$ cat src/rtl/rtk_pkg.sv
/*
  rtk_pkg: shared constants, carriers and state encodings for the
  timekeeping core (APB register slave plus BCD calendar counters).
  Assumes a single 40 MHz pclk domain and an 8-bit APB byte address.
*/
package rtk_pkg;

	// bus geometry: one aligned 32-bit word per register, index at paddr[6:2]
	localparam int PADDR_W = 8;
	localparam int DATA_W = 32;
	localparam int REG_W = 8;
	localparam int IDX_W = 5;
	localparam int IDX_LSB = 2;

	typedef logic [REG_W-1:0] rtk_bcd_t;
	typedef logic [IDX_W-1:0] rtk_idx_t;

	typedef struct packed {
		logic psel;
		logic penable;
		logic pwrite;
		logic [PADDR_W-1:0] paddr;
		logic [DATA_W-1:0] pwdata;
	} rtk_apb_req_t;

	typedef struct packed {
		logic pready;
		logic [DATA_W-1:0] prdata;
		logic pslverr;
	} rtk_apb_rsp_t;

	// register indices; byte address is four times the index
	localparam rtk_idx_t IDX_SEC = 5'h00;
	localparam rtk_idx_t IDX_MIN = 5'h01;
	localparam rtk_idx_t IDX_HOUR = 5'h02;
	localparam rtk_idx_t IDX_DAY_OF_WEEK = 5'h03;
	localparam rtk_idx_t IDX_DATE = 5'h04;
	localparam rtk_idx_t IDX_MONTH = 5'h05;
	localparam rtk_idx_t IDX_YEAR = 5'h06;
	localparam rtk_idx_t IDX_CTRL = 5'h07;
	localparam rtk_idx_t IDX_LAST = 5'h1f;

	// field positions
	localparam int SEC_START_BIT = 7;
	localparam int HR_FMT_BIT = 6;
	localparam int HR_PM_BIT = 5;
	localparam int WKD_RUN_BIT = 5;
	localparam int MTH_LEAP_BIT = 5;
	localparam int CTRL_EXT_BIT = 3;

	// writable masks and digit masks
	localparam rtk_bcd_t SEC_WR_MASK = 8'hff;
	localparam rtk_bcd_t SEC_DIGIT_MASK = 8'h7f;
	localparam rtk_bcd_t MIN_MASK = 8'h7f;
	localparam rtk_bcd_t HR_WR_MASK = 8'h7f;
	localparam rtk_bcd_t HR24_MASK = 8'h3f;
	localparam rtk_bcd_t HR12_MASK = 8'h1f;
	localparam rtk_bcd_t WKD_WR_MASK = 8'h1f;
	localparam rtk_bcd_t WKD_DAY_MASK = 8'h07;
	localparam rtk_bcd_t DATE_MASK = 8'h3f;
	localparam rtk_bcd_t MTH_MASK = 8'h1f;
	localparam rtk_bcd_t YEAR_MASK = 8'hff;
	localparam rtk_bcd_t CTRL_WR_MASK = 8'hff;

	// bcd limits
	localparam logic [3:0] BCD_ONES_MAX = 4'h9;
	localparam logic [3:0] BCD_NIB_ONE = 4'h1;
	localparam logic [3:0] BCD_NIB_ZERO = 4'h0;
	localparam rtk_bcd_t BCD_00 = 8'h00;
	localparam rtk_bcd_t BCD_01 = 8'h01;
	localparam rtk_bcd_t BCD_07 = 8'h07;
	localparam rtk_bcd_t BCD_11 = 8'h11;
	localparam rtk_bcd_t BCD_12 = 8'h12;
	localparam rtk_bcd_t BCD_23 = 8'h23;
	localparam rtk_bcd_t BCD_28 = 8'h28;
	localparam rtk_bcd_t BCD_29 = 8'h29;
	localparam rtk_bcd_t BCD_30 = 8'h30;
	localparam rtk_bcd_t BCD_31 = 8'h31;
	localparam rtk_bcd_t BCD_59 = 8'h59;
	localparam rtk_bcd_t BCD_99 = 8'h99;
	localparam rtk_bcd_t MTH_FEB = 8'h02;
	localparam rtk_bcd_t MTH_APR = 8'h04;
	localparam rtk_bcd_t MTH_JUN = 8'h06;
	localparam rtk_bcd_t MTH_SEP = 8'h09;
	localparam rtk_bcd_t MTH_NOV = 8'h11;

	// oscillator supervision and one-second divider
	localparam int EDGE_W = 6;
	localparam logic [EDGE_W-1:0] START_EDGES = 6'h20;
	localparam logic [EDGE_W-1:0] EDGE_ONE = 6'h01;
	localparam int DIV_W = 15;
	localparam logic [DIV_W-1:0] DIV_LAST = 15'h7fff;
	localparam logic [DIV_W-1:0] DIV_ONE = 15'h0001;
	localparam int PCLK_HZ = 40_000_000;
	localparam int HZ_PER_MHZ = 1_000_000;
	localparam int OSC_FAIL_TIMEOUT_US = 200;
	localparam int OSC_FAIL_CYC_DEF = OSC_FAIL_TIMEOUT_US * (PCLK_HZ / HZ_PER_MHZ);
	localparam int IDLE_W = 16;
	localparam logic [IDLE_W-1:0] IDLE_ONE = 16'h0001;
	localparam logic [IDX_W-1:0] IDX_ONE = 5'h01;

	typedef enum logic [2:0] {
		OSC_STOPPED = 3'b001,
		OSC_STARTING = 3'b010,
		OSC_RUNNING = 3'b100
	} rtk_osc_t;

	typedef struct packed {
		rtk_bcd_t sec;
		rtk_bcd_t min;
		rtk_bcd_t hour;
		rtk_bcd_t day_of_week;
		rtk_bcd_t date;
		rtk_bcd_t month;
		rtk_bcd_t year;
	} rtk_time_t;

	localparam rtk_time_t TIME_RST = '{
		sec: 8'h00, min: 8'h00, hour: 8'h00, day_of_week: 8'h01,
		date: 8'h01, month: 8'h01, year: 8'h00
	};
	localparam rtk_bcd_t CTRL_RST = 8'h00;

endpackage

$ cat src/rtl/rtk_bcd_step.sv
/*
  rtk_bcd_step: one packed-BCD counter stage, advancing by one and wrapping
  from a last value to a first value. Pure combinational.
  Assumes cur holds a valid BCD value within [first, last].
*/
`timescale 1ns/1ps
`default_nettype none

module rtk_bcd_step (
	input wire rtk_pkg::rtk_bcd_t cur,
	input wire rtk_pkg::rtk_bcd_t first,
	input wire rtk_pkg::rtk_bcd_t last,
	input wire logic inc,
	output rtk_pkg::rtk_bcd_t nxt,
	output logic wrap
);
	import rtk_pkg::*;

	// wrap at last, otherwise a decimal increment with carry into the tens digit
	always_comb
	begin
		nxt = cur;
		wrap = 1'b0;
		if (inc)
		begin
			if (cur == last)
			begin
				nxt = first;
				wrap = 1'b1;
			end
			else if (cur[3:0] >= BCD_ONES_MAX)
				nxt = {cur[7:4] + BCD_NIB_ONE, BCD_NIB_ZERO};
			else
				nxt = {cur[7:4], cur[3:0] + BCD_NIB_ONE};
		end
	end

endmodule
`default_nettype wire

$ cat src/rtl/rtk_core.sv
/*
  rtk_core: timekeeping core of a real-time clock calendar, with an APB
  register slave, oscillator start/running supervision, a 32768:1 second
  divider, BCD calendar counters and a coherent read snapshot.
  Assumes osc_in_pin is synchronous to pclk and much slower than it, and
  that the whole block sits on the always-on (backup) supply.

// How it works
// - external clock on input pin counts only while ext_clock_enable is set.
// - bit 7 of seconds starts the crystal oscillator; powers up as 0.
// - osc_running_flag sets after 32 oscillator cycles from start.
// - osc_running_flag clears after no oscillator cycle for the fail timeout.
// - separate seconds..year registers; year is two BCD digits.
// - short months handled; leap year every fourth two-digit year.
// - 12-hour and 24-hour formats, chosen by the format bit.
// - weekday counts 1 to 7, steps at midnight, values carry no meaning.
// - all time and date values held as packed BCD.
// - counting continues on backup supply, no stop for supply change.
// - a fresh read operation copies live counters into a read buffer.
// - read buffer refreshed again when sequential address wraps 0x1F to 0x00.
// - 11:59:59 PM to 12:00:00 AM, or 23:59:59 to 00:00:00, carries day.
// - weekday wraps 7 to 1 without carry.
// - month lengths 31/30, February 29 in leap years else 28.
// - 12/31 advances to 01/01 and carries into year.
// - year wraps 99 to 00 with no further carry.
// - seconds tens in bits 6-4, ones in bits 3-0, writable, reset zero.
// - minutes tens in bits 6-4, ones in bits 3-0, bit 7 reads zero.
// - hours bit 6 picks format, 1 for 12-hour, 0 for 24-hour.
// - hours bit 5 is the afternoon flag in 12-hour format.
*/
// Local design decision: the APB slave port.
`timescale 1ns/1ps
`default_nettype none

module rtk_core #(
	parameter logic [rtk_pkg::IDLE_W-1:0] OSC_FAIL_CYC = rtk_pkg::IDLE_W'(rtk_pkg::OSC_FAIL_CYC_DEF)
) (
	input wire logic pclk,
	input wire logic presetn,
	input wire logic clk_en,
	input wire rtk_pkg::rtk_apb_req_t apb_req,
	output rtk_pkg::rtk_apb_rsp_t apb_rsp,
	input wire logic osc_in_pin,
	output logic osc_out_pin,
	output logic osc_out_pin_oe,
	output logic osc_running_flag
);
	import rtk_pkg::*;

	typedef struct packed {
		rtk_time_t tm;
		rtk_bcd_t ctrl;
		rtk_osc_t osc;
		logic [EDGE_W-1:0] edge_cnt;
		logic [IDLE_W-1:0] idle_cnt;
		logic [DIV_W-1:0] div;
		logic osc_prev;
		logic osc_out;
		logic osc_oe;
		rtk_time_t snap;
		logic snap_run;
		logic cap_done;
		logic [DATA_W-1:0] prdata;
		logic last_rd;
		rtk_idx_t last_idx;
	} rtk_state_t;

	localparam rtk_state_t ST_RST = '{
		tm: TIME_RST, ctrl: CTRL_RST, osc: OSC_STOPPED, edge_cnt: '0, idle_cnt: '0,
		div: '0, osc_prev: 1'b0, osc_out: 1'b0, osc_oe: 1'b0, snap: TIME_RST,
		snap_run: 1'b0, cap_done: 1'b0, prdata: '0, last_rd: 1'b0, last_idx: '0
	};

	rtk_state_t st_ff;
	rtk_state_t nxt_st;

	logic src_en;
	logic xtal_mode;
	logic osc_edge;
	logic osc_fail;
	logic sec_tick;
	logic fmt12;
	logic pm;
	logic noon_step;
	logic day_inc;
	rtk_bcd_t hr12;
	rtk_bcd_t date_max;
	rtk_bcd_t sec_n;
	rtk_bcd_t min_n;
	rtk_bcd_t h24_n;
	rtk_bcd_t h12_n;
	rtk_bcd_t wd_n;
	rtk_bcd_t date_n;
	rtk_bcd_t mth_n;
	rtk_bcd_t yr_n;
	logic sec_w;
	logic min_w;
	logic h24_w;
	logic date_w;
	logic mth_w;
	rtk_idx_t idx;
	logic addr_ok;
	logic acc;
	logic wr_acc;
	logic rd_cap;
	logic burst_cont;
	logic refresh;
	rtk_time_t snap_sel;
	logic snap_run_sel;

	// leap test on a two-digit BCD year: value mod 4 equals (2*tens + ones) mod 4
	function automatic logic is_leap(input rtk_bcd_t yr);
		logic [1:0] m;
		m = {yr[4], 1'b0} + yr[1:0];
		is_leap = (m == 2'b00);
	endfunction

	// register view seen by a read; bits not held here read as zero
	function automatic rtk_bcd_t reg_view(input rtk_idx_t i, input rtk_time_t t,
		input logic run, input rtk_bcd_t ctl);
		reg_view = '0;
		case (i)
			IDX_SEC: reg_view = t.sec;
			IDX_MIN: reg_view = t.min & MIN_MASK;
			IDX_HOUR: reg_view = t.hour & HR_WR_MASK;
			IDX_DAY_OF_WEEK:
			begin
				reg_view = t.day_of_week & WKD_WR_MASK;
				reg_view[WKD_RUN_BIT] = run;
			end
			IDX_DATE: reg_view = t.date & DATE_MASK;
			IDX_MONTH:
			begin
				reg_view = t.month & MTH_MASK;
				reg_view[MTH_LEAP_BIT] = is_leap(t.year);
			end
			IDX_YEAR: reg_view = t.year;
			IDX_CTRL: reg_view = ctl;
			default: reg_view = '0;
		endcase
	endfunction

	// source gating: crystal by the start bit, external clock by its enable
	assign xtal_mode = st_ff.tm.sec[SEC_START_BIT] & ~st_ff.ctrl[CTRL_EXT_BIT];
	assign src_en = st_ff.tm.sec[SEC_START_BIT] | st_ff.ctrl[CTRL_EXT_BIT];
	assign osc_edge = osc_in_pin & ~st_ff.osc_prev & src_en;
	assign osc_fail = ~osc_edge & (st_ff.idle_cnt == OSC_FAIL_CYC);
	assign sec_tick = osc_edge & (st_ff.div == DIV_LAST);

	// hour format decode; noon_step is the 11 -> 12 step that flips the afternoon flag
	assign fmt12 = st_ff.tm.hour[HR_FMT_BIT];
	assign pm = st_ff.tm.hour[HR_PM_BIT];
	assign hr12 = st_ff.tm.hour & HR12_MASK;
	assign noon_step = min_w & fmt12 & (hr12 == BCD_11);
	assign day_inc = h24_w | (noon_step & pm);

	// last date of the current month
	always_comb
	begin
		case (st_ff.tm.month & MTH_MASK)
			MTH_FEB: date_max = is_leap(st_ff.tm.year) ? BCD_29 : BCD_28;
			MTH_APR, MTH_JUN, MTH_SEP, MTH_NOV: date_max = BCD_30;
			default: date_max = BCD_31;
		endcase
	end

	// calendar carry chain, seconds up to year
	rtk_bcd_step u_sec (
		.cur(st_ff.tm.sec & SEC_DIGIT_MASK),
		.first(BCD_00),
		.last(BCD_59),
		.inc(sec_tick),
		.nxt(sec_n),
		.wrap(sec_w)
	);

	rtk_bcd_step u_min (
		.cur(st_ff.tm.min & MIN_MASK),
		.first(BCD_00),
		.last(BCD_59),
		.inc(sec_w),
		.nxt(min_n),
		.wrap(min_w)
	);

	rtk_bcd_step u_h24 (
		.cur(st_ff.tm.hour & HR24_MASK),
		.first(BCD_00),
		.last(BCD_23),
		.inc(min_w & ~fmt12),
		.nxt(h24_n),
		.wrap(h24_w)
	);

	// in 12-hour form the 12 -> 01 wrap is no day carry, so its wrap is unused
	rtk_bcd_step u_h12 (
		.cur(hr12),
		.first(BCD_01),
		.last(BCD_12),
		.inc(min_w & fmt12),
		.nxt(h12_n),
		.wrap()
	);

	rtk_bcd_step u_wday (
		.cur(st_ff.tm.day_of_week & WKD_DAY_MASK),
		.first(BCD_01),
		.last(BCD_07),
		.inc(day_inc),
		.nxt(wd_n),
		.wrap()
	);

	rtk_bcd_step u_date (
		.cur(st_ff.tm.date & DATE_MASK),
		.first(BCD_01),
		.last(date_max),
		.inc(day_inc),
		.nxt(date_n),
		.wrap(date_w)
	);

	rtk_bcd_step u_month (
		.cur(st_ff.tm.month & MTH_MASK),
		.first(BCD_01),
		.last(BCD_12),
		.inc(date_w),
		.nxt(mth_n),
		.wrap(mth_w)
	);

	rtk_bcd_step u_year (
		.cur(st_ff.tm.year),
		.first(BCD_00),
		.last(BCD_99),
		.inc(mth_w),
		.nxt(yr_n),
		.wrap()
	);

	// apb decode: in-range aligned index, else slave error
	assign idx = apb_req.paddr[IDX_LSB +: IDX_W];
	assign addr_ok = (apb_req.paddr[IDX_LSB-1:0] == '0) &&
		(apb_req.paddr[PADDR_W-1:IDX_LSB+IDX_W] == '0);
	assign acc = apb_req.psel & apb_req.penable & clk_en &
		(apb_req.pwrite | st_ff.cap_done);
	assign wr_acc = acc & apb_req.pwrite & addr_ok;
	assign rd_cap = apb_req.psel & ~apb_req.pwrite & ~st_ff.cap_done;

	// a read continues the run only when it is the next index and no wrap happened
	assign burst_cont = st_ff.last_rd && (idx == st_ff.last_idx + IDX_ONE) &&
		(st_ff.last_idx != IDX_LAST);
	assign refresh = rd_cap & addr_ok & ~burst_cont;
	assign snap_sel = refresh ? st_ff.tm : st_ff.snap;
	assign snap_run_sel = refresh ? (st_ff.osc == OSC_RUNNING) : st_ff.snap_run;

	// next-state logic for the whole core
	always_comb
	begin
		nxt_st = st_ff;
		nxt_st.osc_prev = osc_in_pin;

		// drive the crystal feedback pin only in crystal mode; float it otherwise
		nxt_st.osc_oe = xtal_mode;
		nxt_st.osc_out = xtal_mode & ~osc_in_pin;

		// cycles since the last oscillator edge, saturating at the timeout
		if (osc_edge)
			nxt_st.idle_cnt = '0;
		else if (st_ff.idle_cnt != OSC_FAIL_CYC)
			nxt_st.idle_cnt = st_ff.idle_cnt + IDLE_ONE;

		// oscillator supervision
		case (st_ff.osc)
			OSC_STOPPED:
			begin
				if (osc_edge)
				begin
					nxt_st.osc = OSC_STARTING;
					nxt_st.edge_cnt = EDGE_ONE;
				end
			end
			OSC_STARTING:
			begin
				if (osc_fail)
					nxt_st.osc = OSC_STOPPED;
				else if (osc_edge)
				begin
					nxt_st.edge_cnt = st_ff.edge_cnt + EDGE_ONE;
					if (st_ff.edge_cnt == START_EDGES - EDGE_ONE)
						nxt_st.osc = OSC_RUNNING;
				end
			end
			OSC_RUNNING:
			begin
				if (osc_fail)
					nxt_st.osc = OSC_STOPPED;
			end
			default: nxt_st.osc = OSC_STOPPED;
		endcase

		// second divider counts only enabled source edges; no stop on supply change
		if (osc_edge)
			nxt_st.div = st_ff.div + DIV_ONE;

		// calendar advance
		nxt_st.tm.sec = {st_ff.tm.sec[SEC_START_BIT], sec_n[SEC_START_BIT-1:0]};
		nxt_st.tm.min = min_n;
		if (fmt12)
		begin
			nxt_st.tm.hour = h12_n;
			nxt_st.tm.hour[HR_FMT_BIT] = 1'b1;
			nxt_st.tm.hour[HR_PM_BIT] = pm ^ noon_step;
		end
		else
			nxt_st.tm.hour = h24_n;
		nxt_st.tm.day_of_week = (st_ff.tm.day_of_week & ~WKD_DAY_MASK) | wd_n;
		nxt_st.tm.date = date_n;
		nxt_st.tm.month = mth_n;
		nxt_st.tm.year = yr_n;

		// software writes win over the tick for the register written
		if (wr_acc)
		begin
			case (idx)
				IDX_SEC:
				begin
					nxt_st.tm.sec = apb_req.pwdata[REG_W-1:0] & SEC_WR_MASK;
					nxt_st.div = '0;
				end
				IDX_MIN: nxt_st.tm.min = apb_req.pwdata[REG_W-1:0] & MIN_MASK;
				IDX_HOUR: nxt_st.tm.hour = apb_req.pwdata[REG_W-1:0] & HR_WR_MASK;
				IDX_DAY_OF_WEEK: nxt_st.tm.day_of_week = apb_req.pwdata[REG_W-1:0] & WKD_WR_MASK;
				IDX_DATE: nxt_st.tm.date = apb_req.pwdata[REG_W-1:0] & DATE_MASK;
				IDX_MONTH: nxt_st.tm.month = apb_req.pwdata[REG_W-1:0] & MTH_MASK;
				IDX_YEAR: nxt_st.tm.year = apb_req.pwdata[REG_W-1:0] & YEAR_MASK;
				IDX_CTRL: nxt_st.ctrl = apb_req.pwdata[REG_W-1:0] & CTRL_WR_MASK;
				default: nxt_st.ctrl = st_ff.ctrl;
			endcase
		end

		// read capture: snapshot on a fresh run, data word from the buffer except control, which reads live
		if (rd_cap)
		begin
			nxt_st.cap_done = 1'b1;
			nxt_st.snap = snap_sel;
			nxt_st.snap_run = snap_run_sel;
			nxt_st.prdata = '0;
			if (addr_ok)
			begin
				nxt_st.prdata[REG_W-1:0] = reg_view(idx, snap_sel, snap_run_sel, st_ff.ctrl);
				nxt_st.last_rd = 1'b1;
				nxt_st.last_idx = idx;
			end
		end

		// a write ends a read run, so the next read takes a new snapshot
		if (acc)
		begin
			nxt_st.cap_done = 1'b0;
			if (apb_req.pwrite)
				nxt_st.last_rd = 1'b0;
		end
	end

	// one register for all state; clk_en low freezes everything
	always_ff @(posedge pclk or negedge presetn)
	begin
		if (!presetn)
			st_ff <= ST_RST;
		else if (clk_en)
			st_ff <= nxt_st;
	end

	// outputs: handshake combinational, data from flops
	always_comb
	begin
		apb_rsp.pready = acc;
		apb_rsp.pslverr = acc & ~addr_ok;
		apb_rsp.prdata = st_ff.prdata;
	end

	assign osc_out_pin = st_ff.osc_out;
	assign osc_out_pin_oe = st_ff.osc_oe;
	assign osc_running_flag = (st_ff.osc == OSC_RUNNING);

endmodule
`default_nettype wire

$ cat config.mk
export PLATFORM = sky130hd
export DESIGN_NAME = rtk_core
export DESIGN_NICKNAME = d
export VERILOG_FILES = /design/src/rtl/rtk_pkg.sv /design/src/rtl/rtk_bcd_step.sv /design/src/rtl/rtk_core.sv
export SDC_FILE = /design/constraint.sdc
export NUM_CORES = 1
export LEC_CHECK = 0
export BUFFER_PORTS_ARGS = -buffer_cell sky130_fd_sc_hd__buf_2
export CORE_MARGIN = 2
export CORE_UTILIZATION = 45
export DETAILED_ROUTE_END_ITERATION = 7
export GPL_ROUTABILITY_DRIVEN = 0
export PLACE_DENSITY = 0.6
export SLEW_MARGIN = 5
export SYNTH_ARGS = -nofsm -noshare
export SYNTH_HDL_FRONTEND = slang
export SYNTH_SLANG_ARGS = --single-unit
$ cat constraint.sdc
create_clock -name pclk -period 3.4 [get_ports pclk]
set_input_delay 1.02 -clock pclk [delete_from_list [all_inputs] [get_ports pclk]]
set_output_delay 1.02 -clock pclk [all_outputs]
set_load 0.01 [all_outputs]
==> run_summary.xml <==
<?xml version="1.0" encoding="UTF-8"?>
<metrics>
  <group name="outcome">
    <metric name="outcome" unit="">finished clean</metric>
  </group>
  <group name="worst_setup_path">
    <metric name="r2r_slack" unit="ps">340</metric>
    <metric name="r2r-end" unit="">apb_rsp[1]</metric>
    <metric name="worst-r2r-cell-count" unit="">10</metric>
    <metric name="worstSetupEndpointType" unit="">flip-flop</metric>
    <metric name="regToRegStartpoint" unit="">st_ff[0]</metric>
    <metric name="timing_worst_setup_path_type" unit="">flip-flop to flip-flop</metric>
    <metric name="critical_path_peak_fanout" unit="">7</metric>
    <metric name="worstPathArrival" unit="ps">3370</metric>
    <metric name="critPathRequiredTime" unit="ps">3710</metric>
    <metric name="setup.worst_path.start_class" unit="">flip-flop</metric>
  </group>
  <group name="global_route">
    <metric name="grt_first_pass_wirelength" unit="um">44300</metric>
    <metric name="grt_util_all_layers" unit="%">25.3</metric>
    <metric name="globalRouteMet2Util" unit="%">40.3</metric>
    <metric name="number_of_global_route_vias_before_repair" unit="">7981</metric>
    <metric name="gr-usage-met1" unit="%">34.8</metric>
    <metric name="grt-ovfl-total" unit="">0</metric>
    <metric name="global_route.peak_usage_layer" unit="">met2</metric>
    <metric name="grt_start_max_net_pins" unit="">75</metric>
    <metric name="antenna_found_initial" unit="">0</metric>
    <metric name="groute.layer.met3.usage" unit="%">4.85</metric>
  </group>
  <group name="power">
    <metric name="power.share.switching" unit="%">28.6</metric>
    <metric name="vdd.ir_drop.worst" unit="mV">0.309</metric>
    <metric name="seqPwrFrac" unit="%">47.0</metric>
    <metric name="powerDensity" unit="nW/um2">425</metric>
    <metric name="switching_component_of_the_power" unit="W">0.00134</metric>
    <metric name="power.clock.fraction" unit="%">41.6</metric>
    <metric name="power.leakage" unit="nW">5.00</metric>
    <metric name="power_report.internal_total" unit="W">0.00334</metric>
    <metric name="comb_power_share" unit="%">11.5</metric>
  </group>
  <group name="hold_path">
    <metric name="worstHoldEndpoint" unit="">st_ff[81]</metric>
    <metric name="hold_path_start" unit="">st_ff[81]</metric>
    <metric name="holdCritPathClass" unit="">flip-flop to flip-flop</metric>
    <metric name="holdPathStages" unit="">2</metric>
  </group>
  <group name="synth">
    <metric name="yosysWarnings" unit="">0</metric>
    <metric name="ys_top_cells_by_area" unit="">sky130_fd_sc_hd__dfrtp_1 (39%), sky130_fd_sc_hd__mux2_2 (5.4%), sky130_fd_sc_hd__ha_1 (4.7%)</metric>
    <metric name="synthDistinctLibCells" unit="">78</metric>
    <metric name="synthFlopType" unit="">sky130_fd_sc_hd__dfrtp_1</metric>
    <metric name="async_s_r_ff_share_synth" unit="%">100</metric>
    <metric name="post_synth.cell_area_avg" unit="um2">9.09</metric>
    <metric name="postSynthRegisterBits" unit="">159</metric>
    <metric name="postSynthCellCount" unit="">1075</metric>
    <metric name="synth_seq_area_share" unit="%">40.8</metric>
    <metric name="post-synth-top-area-fraction" unit="%">38.9</metric>
    <metric name="synth_edf_count" unit="">0</metric>
    <metric name="synthDominantAreaCellType" unit="">sky130_fd_sc_hd__dfrtp_1</metric>
    <metric name="mappedNetlistArea" unit="um2">9780</metric>
  </group>
  <group name="routing">
    <metric name="detail-route-antenna-nets" unit="">0</metric>
    <metric name="routedWlPerCell" unit="um">19.7</metric>
    <metric name="drt_pre_antenna_iters" unit="">5</metric>
    <metric name="drt_first_iter_violations" unit="">804</metric>
    <metric name="vias_per_cell" unit="">5.96</metric>
    <metric name="detail_route.drc_violations" unit="">0</metric>
    <metric name="routed_wl" unit="um">27800</metric>
    <metric name="via_count" unit="">8394</metric>
  </group>
  <group name="timing">
    <metric name="setup-violations-final" unit="">0</metric>
    <metric name="clock.fmax" unit="MHz">327</metric>
    <metric name="slew_headroom" unit="%">57.7</metric>
    <metric name="min_period_over_period" unit="%">89.9</metric>
    <metric name="timing_worst_slew_pin_value" unit="ps">629</metric>
    <metric name="clock-skew-final" unit="ps">10.8</metric>
    <metric name="hold-worst-slack" unit="ps">478</metric>
    <metric name="hold_violations" unit="">0</metric>
    <metric name="timing.final.crit_period" unit="ps">3060</metric>
    <metric name="timing.setup.tns" unit="ps">0</metric>
    <metric name="slew_viols_final" unit="">0</metric>
    <metric name="unrepaired_setup_endpoints_after_global_routing" unit="">no</metric>
  </group>
  <group name="clock_tree">
    <metric name="clkLatencyLatePin" unit="ps">440</metric>
    <metric name="clk_path_buf_depth" unit="">2</metric>
    <metric name="ctsHoldBuffers" unit="">0</metric>
    <metric name="ctsResizeCount" unit="">0</metric>
    <metric name="cts_tree" unit="">yes</metric>
    <metric name="clock_tree.htree_level_count" unit="">4</metric>
    <metric name="setup_bufs_post_cts" unit="">0</metric>
    <metric name="cell_at_the_root_of_the_clock_tree" unit="">sky130_fd_sc_hd__clkbuf_16</metric>
    <metric name="numCtsBuffers" unit="">17</metric>
    <metric name="cts.reportedPaths.clkPinSlew" unit="ps">60</metric>
    <metric name="cts_sinks" unit="">159</metric>
  </group>
  <group name="finish">
    <metric name="finish.instance_area" unit="um2">11000</metric>
    <metric name="multi_input_gate_area" unit="um2">5230</metric>
    <metric name="finish.net_count" unit="">1205</metric>
    <metric name="final_cell_mix" unit="">sky130_fd_sc_hd__dfrtp_1 (152), sky130_fd_sc_hd__nand2_1 (117), sky130_fd_sc_hd__o21ai_0 (81)</metric>
    <metric name="antenna_cells" unit="">0</metric>
    <metric name="final-seq-area" unit="um2">3990</metric>
    <metric name="fill_cells" unit="">2015</metric>
    <metric name="layout_commonest_cell" unit="">sky130_fd_sc_hd__dfrtp_1</metric>
    <metric name="drive_above_1_share" unit="%">18.3</metric>
    <metric name="post_layout_nonfiller_instances" unit="">1409</metric>
    <metric name="postLayoutCoreUtil" unit="%">52.0</metric>
    <metric name="area_growth_syn_to_layout" unit="%">12.4</metric>
  </group>
  <group name="floorplanning">
    <metric name="dieHeight" unit="um">151</metric>
    <metric name="placeableCoreArea" unit="um2">21200</metric>
    <metric name="floorplan.rows" unit="">53</metric>
    <metric name="die_x" unit="um">151</metric>
    <metric name="start_util" unit="%">46.2</metric>
    <metric name="die_area" unit="um2">22900</metric>
    <metric name="top_level_ports" unit="">84</metric>
  </group>
  <group name="placement">
    <metric name="numPortBuffers" unit="">35</metric>
    <metric name="detailedPlacementHpwl" unit="um">20200</metric>
    <metric name="placed_cells" unit="">1377</metric>
    <metric name="dpl-instance-area" unit="um2">10400</metric>
  </group>
  <group name="job">
    <metric name="timing.max_cap.violations" unit="">0</metric>
  </group>
</metrics>
-- worst max path at each step --
stage | from | endpoint | slack (ps)
global placement | osc_in_pin | st_ff[157] | 40
CTS | st_ff[188] | st_ff[157] | 360
detailed placement | osc_in_pin | st_ff[157] | -10
global route | st_ff[188] | st_ff[157] | 140
finish | st_ff[0] | apb_rsp[1] | 340
floorplan | osc_in_pin | st_ff[151] | 130
-- worst max-delay path, cell delays in order, from the launching register on --
cell and delay [ps]:
sky130_fd_sc_hd__dfrtp_1 410, sky130_fd_sc_hd__ha_1 230, sky130_fd_sc_hd__and3_1 190, sky130_fd_sc_hd__ha_1 280
sky130_fd_sc_hd__xor2_1 160, sky130_fd_sc_hd__nor3_1 160, sky130_fd_sc_hd__nand4_1 200, sky130_fd_sc_hd__o21a_1 340
sky130_fd_sc_hd__or3_1 400, sky130_fd_sc_hd__a221oi_1 440, sky130_fd_sc_hd__o41ai_1 100
-- layer usage --
| metal | routed length, um | vias to the layer above | part of all wire (%) |
|---|---|---|---|
| met5 | 0 | - | 0 |
| met4 | 732 | 0 | 2.6 |
| met3 | 1340 | 47 | 4.8 |
| met2 | 12800 | 246 | 46 |
| met1 | 12800 | 4147 | 46 |
| li1 | - | 3954 | - |
-- stage by stage --
stage	worst slack, ps	total power, W
after global placement	36.0	0.00275
final	342	0.00467
after global routing	137	0.00488
after floorplan	131	0.00256
after detailed placement	-10.5	0.00276
after CTS	362	0.00470
-- cells in the mapped netlist (all sizes together), types with 7 or more instances --
cell type  instances
nor3              24
or2                8
nand3             46
inv               39
mux2              47
a21oi             53
xnor2             13
and3              12
xor2              20
clkbuf            51
a31oi             15
dfstp              7
o31ai             11
mux2i             12
or3               10
a22oi             26
nand2            118
nand4             16
and2              14
dfrtp            152
or4               10
ha                37
a221o              9
nor4b             10
nor2              66
a22o              10
buf               44
nor4              16
o21ai             82
-- area by class of cell --
| type | count | share of cell area (%) |
|---|---|---|
| Sequential cell | 159 | 36.3 |
| Multi-Input combinational cell | 804 | 47.6 |
| Clock inverter | 12 | 1.14 |
| Inverter | 40 | 1.37 |
| Clock buffer | 20 | 4.25 |
| Timing Repair Buffer | 99 | 6.25 |
| Tap cell | 275 | 3.13 |
-- power by group through the flow --
| stage | clock (W) | sequential, W | combinational, W |
|---|---|---|---|
| after floorplan | 0 | 0.00217 | 0.000392 |
| after global placement | 0 | 0.00222 | 0.000527 |
| after detailed placement | 0 | 0.00223 | 0.000537 |
| after CTS | 0.00197 | 0.00219 | 0.000539 |
| after global routing | 0.00205 | 0.00222 | 0.000610 |
| final | 0.00194 | 0.00219 | 0.000536 |
-- sequential cells by signal, indices dropped and copies added, names as in the netlist --
signal and flops:
osc_out_pin 1, hr12 5, st_ff 142, fmt12 1
pm 1, osc_out_pin_oe 1, apb_rsp 8
-- kinds of logic (layout without fill, tap and decap cells) --
kind of cell,after synthesis,count (layout),synth area share [%]
compound gates,270,270,18.2
xor+xnor,33,33,2.96
fa+ha+maj,37,37,4.74
buf+inv,135,171,6.64
flops,159,159,40.8
mux,59,59,6.64
other cells,1,24,0.0384
simple gates,381,381,20.0
Power figures use the tool's default switching activity.
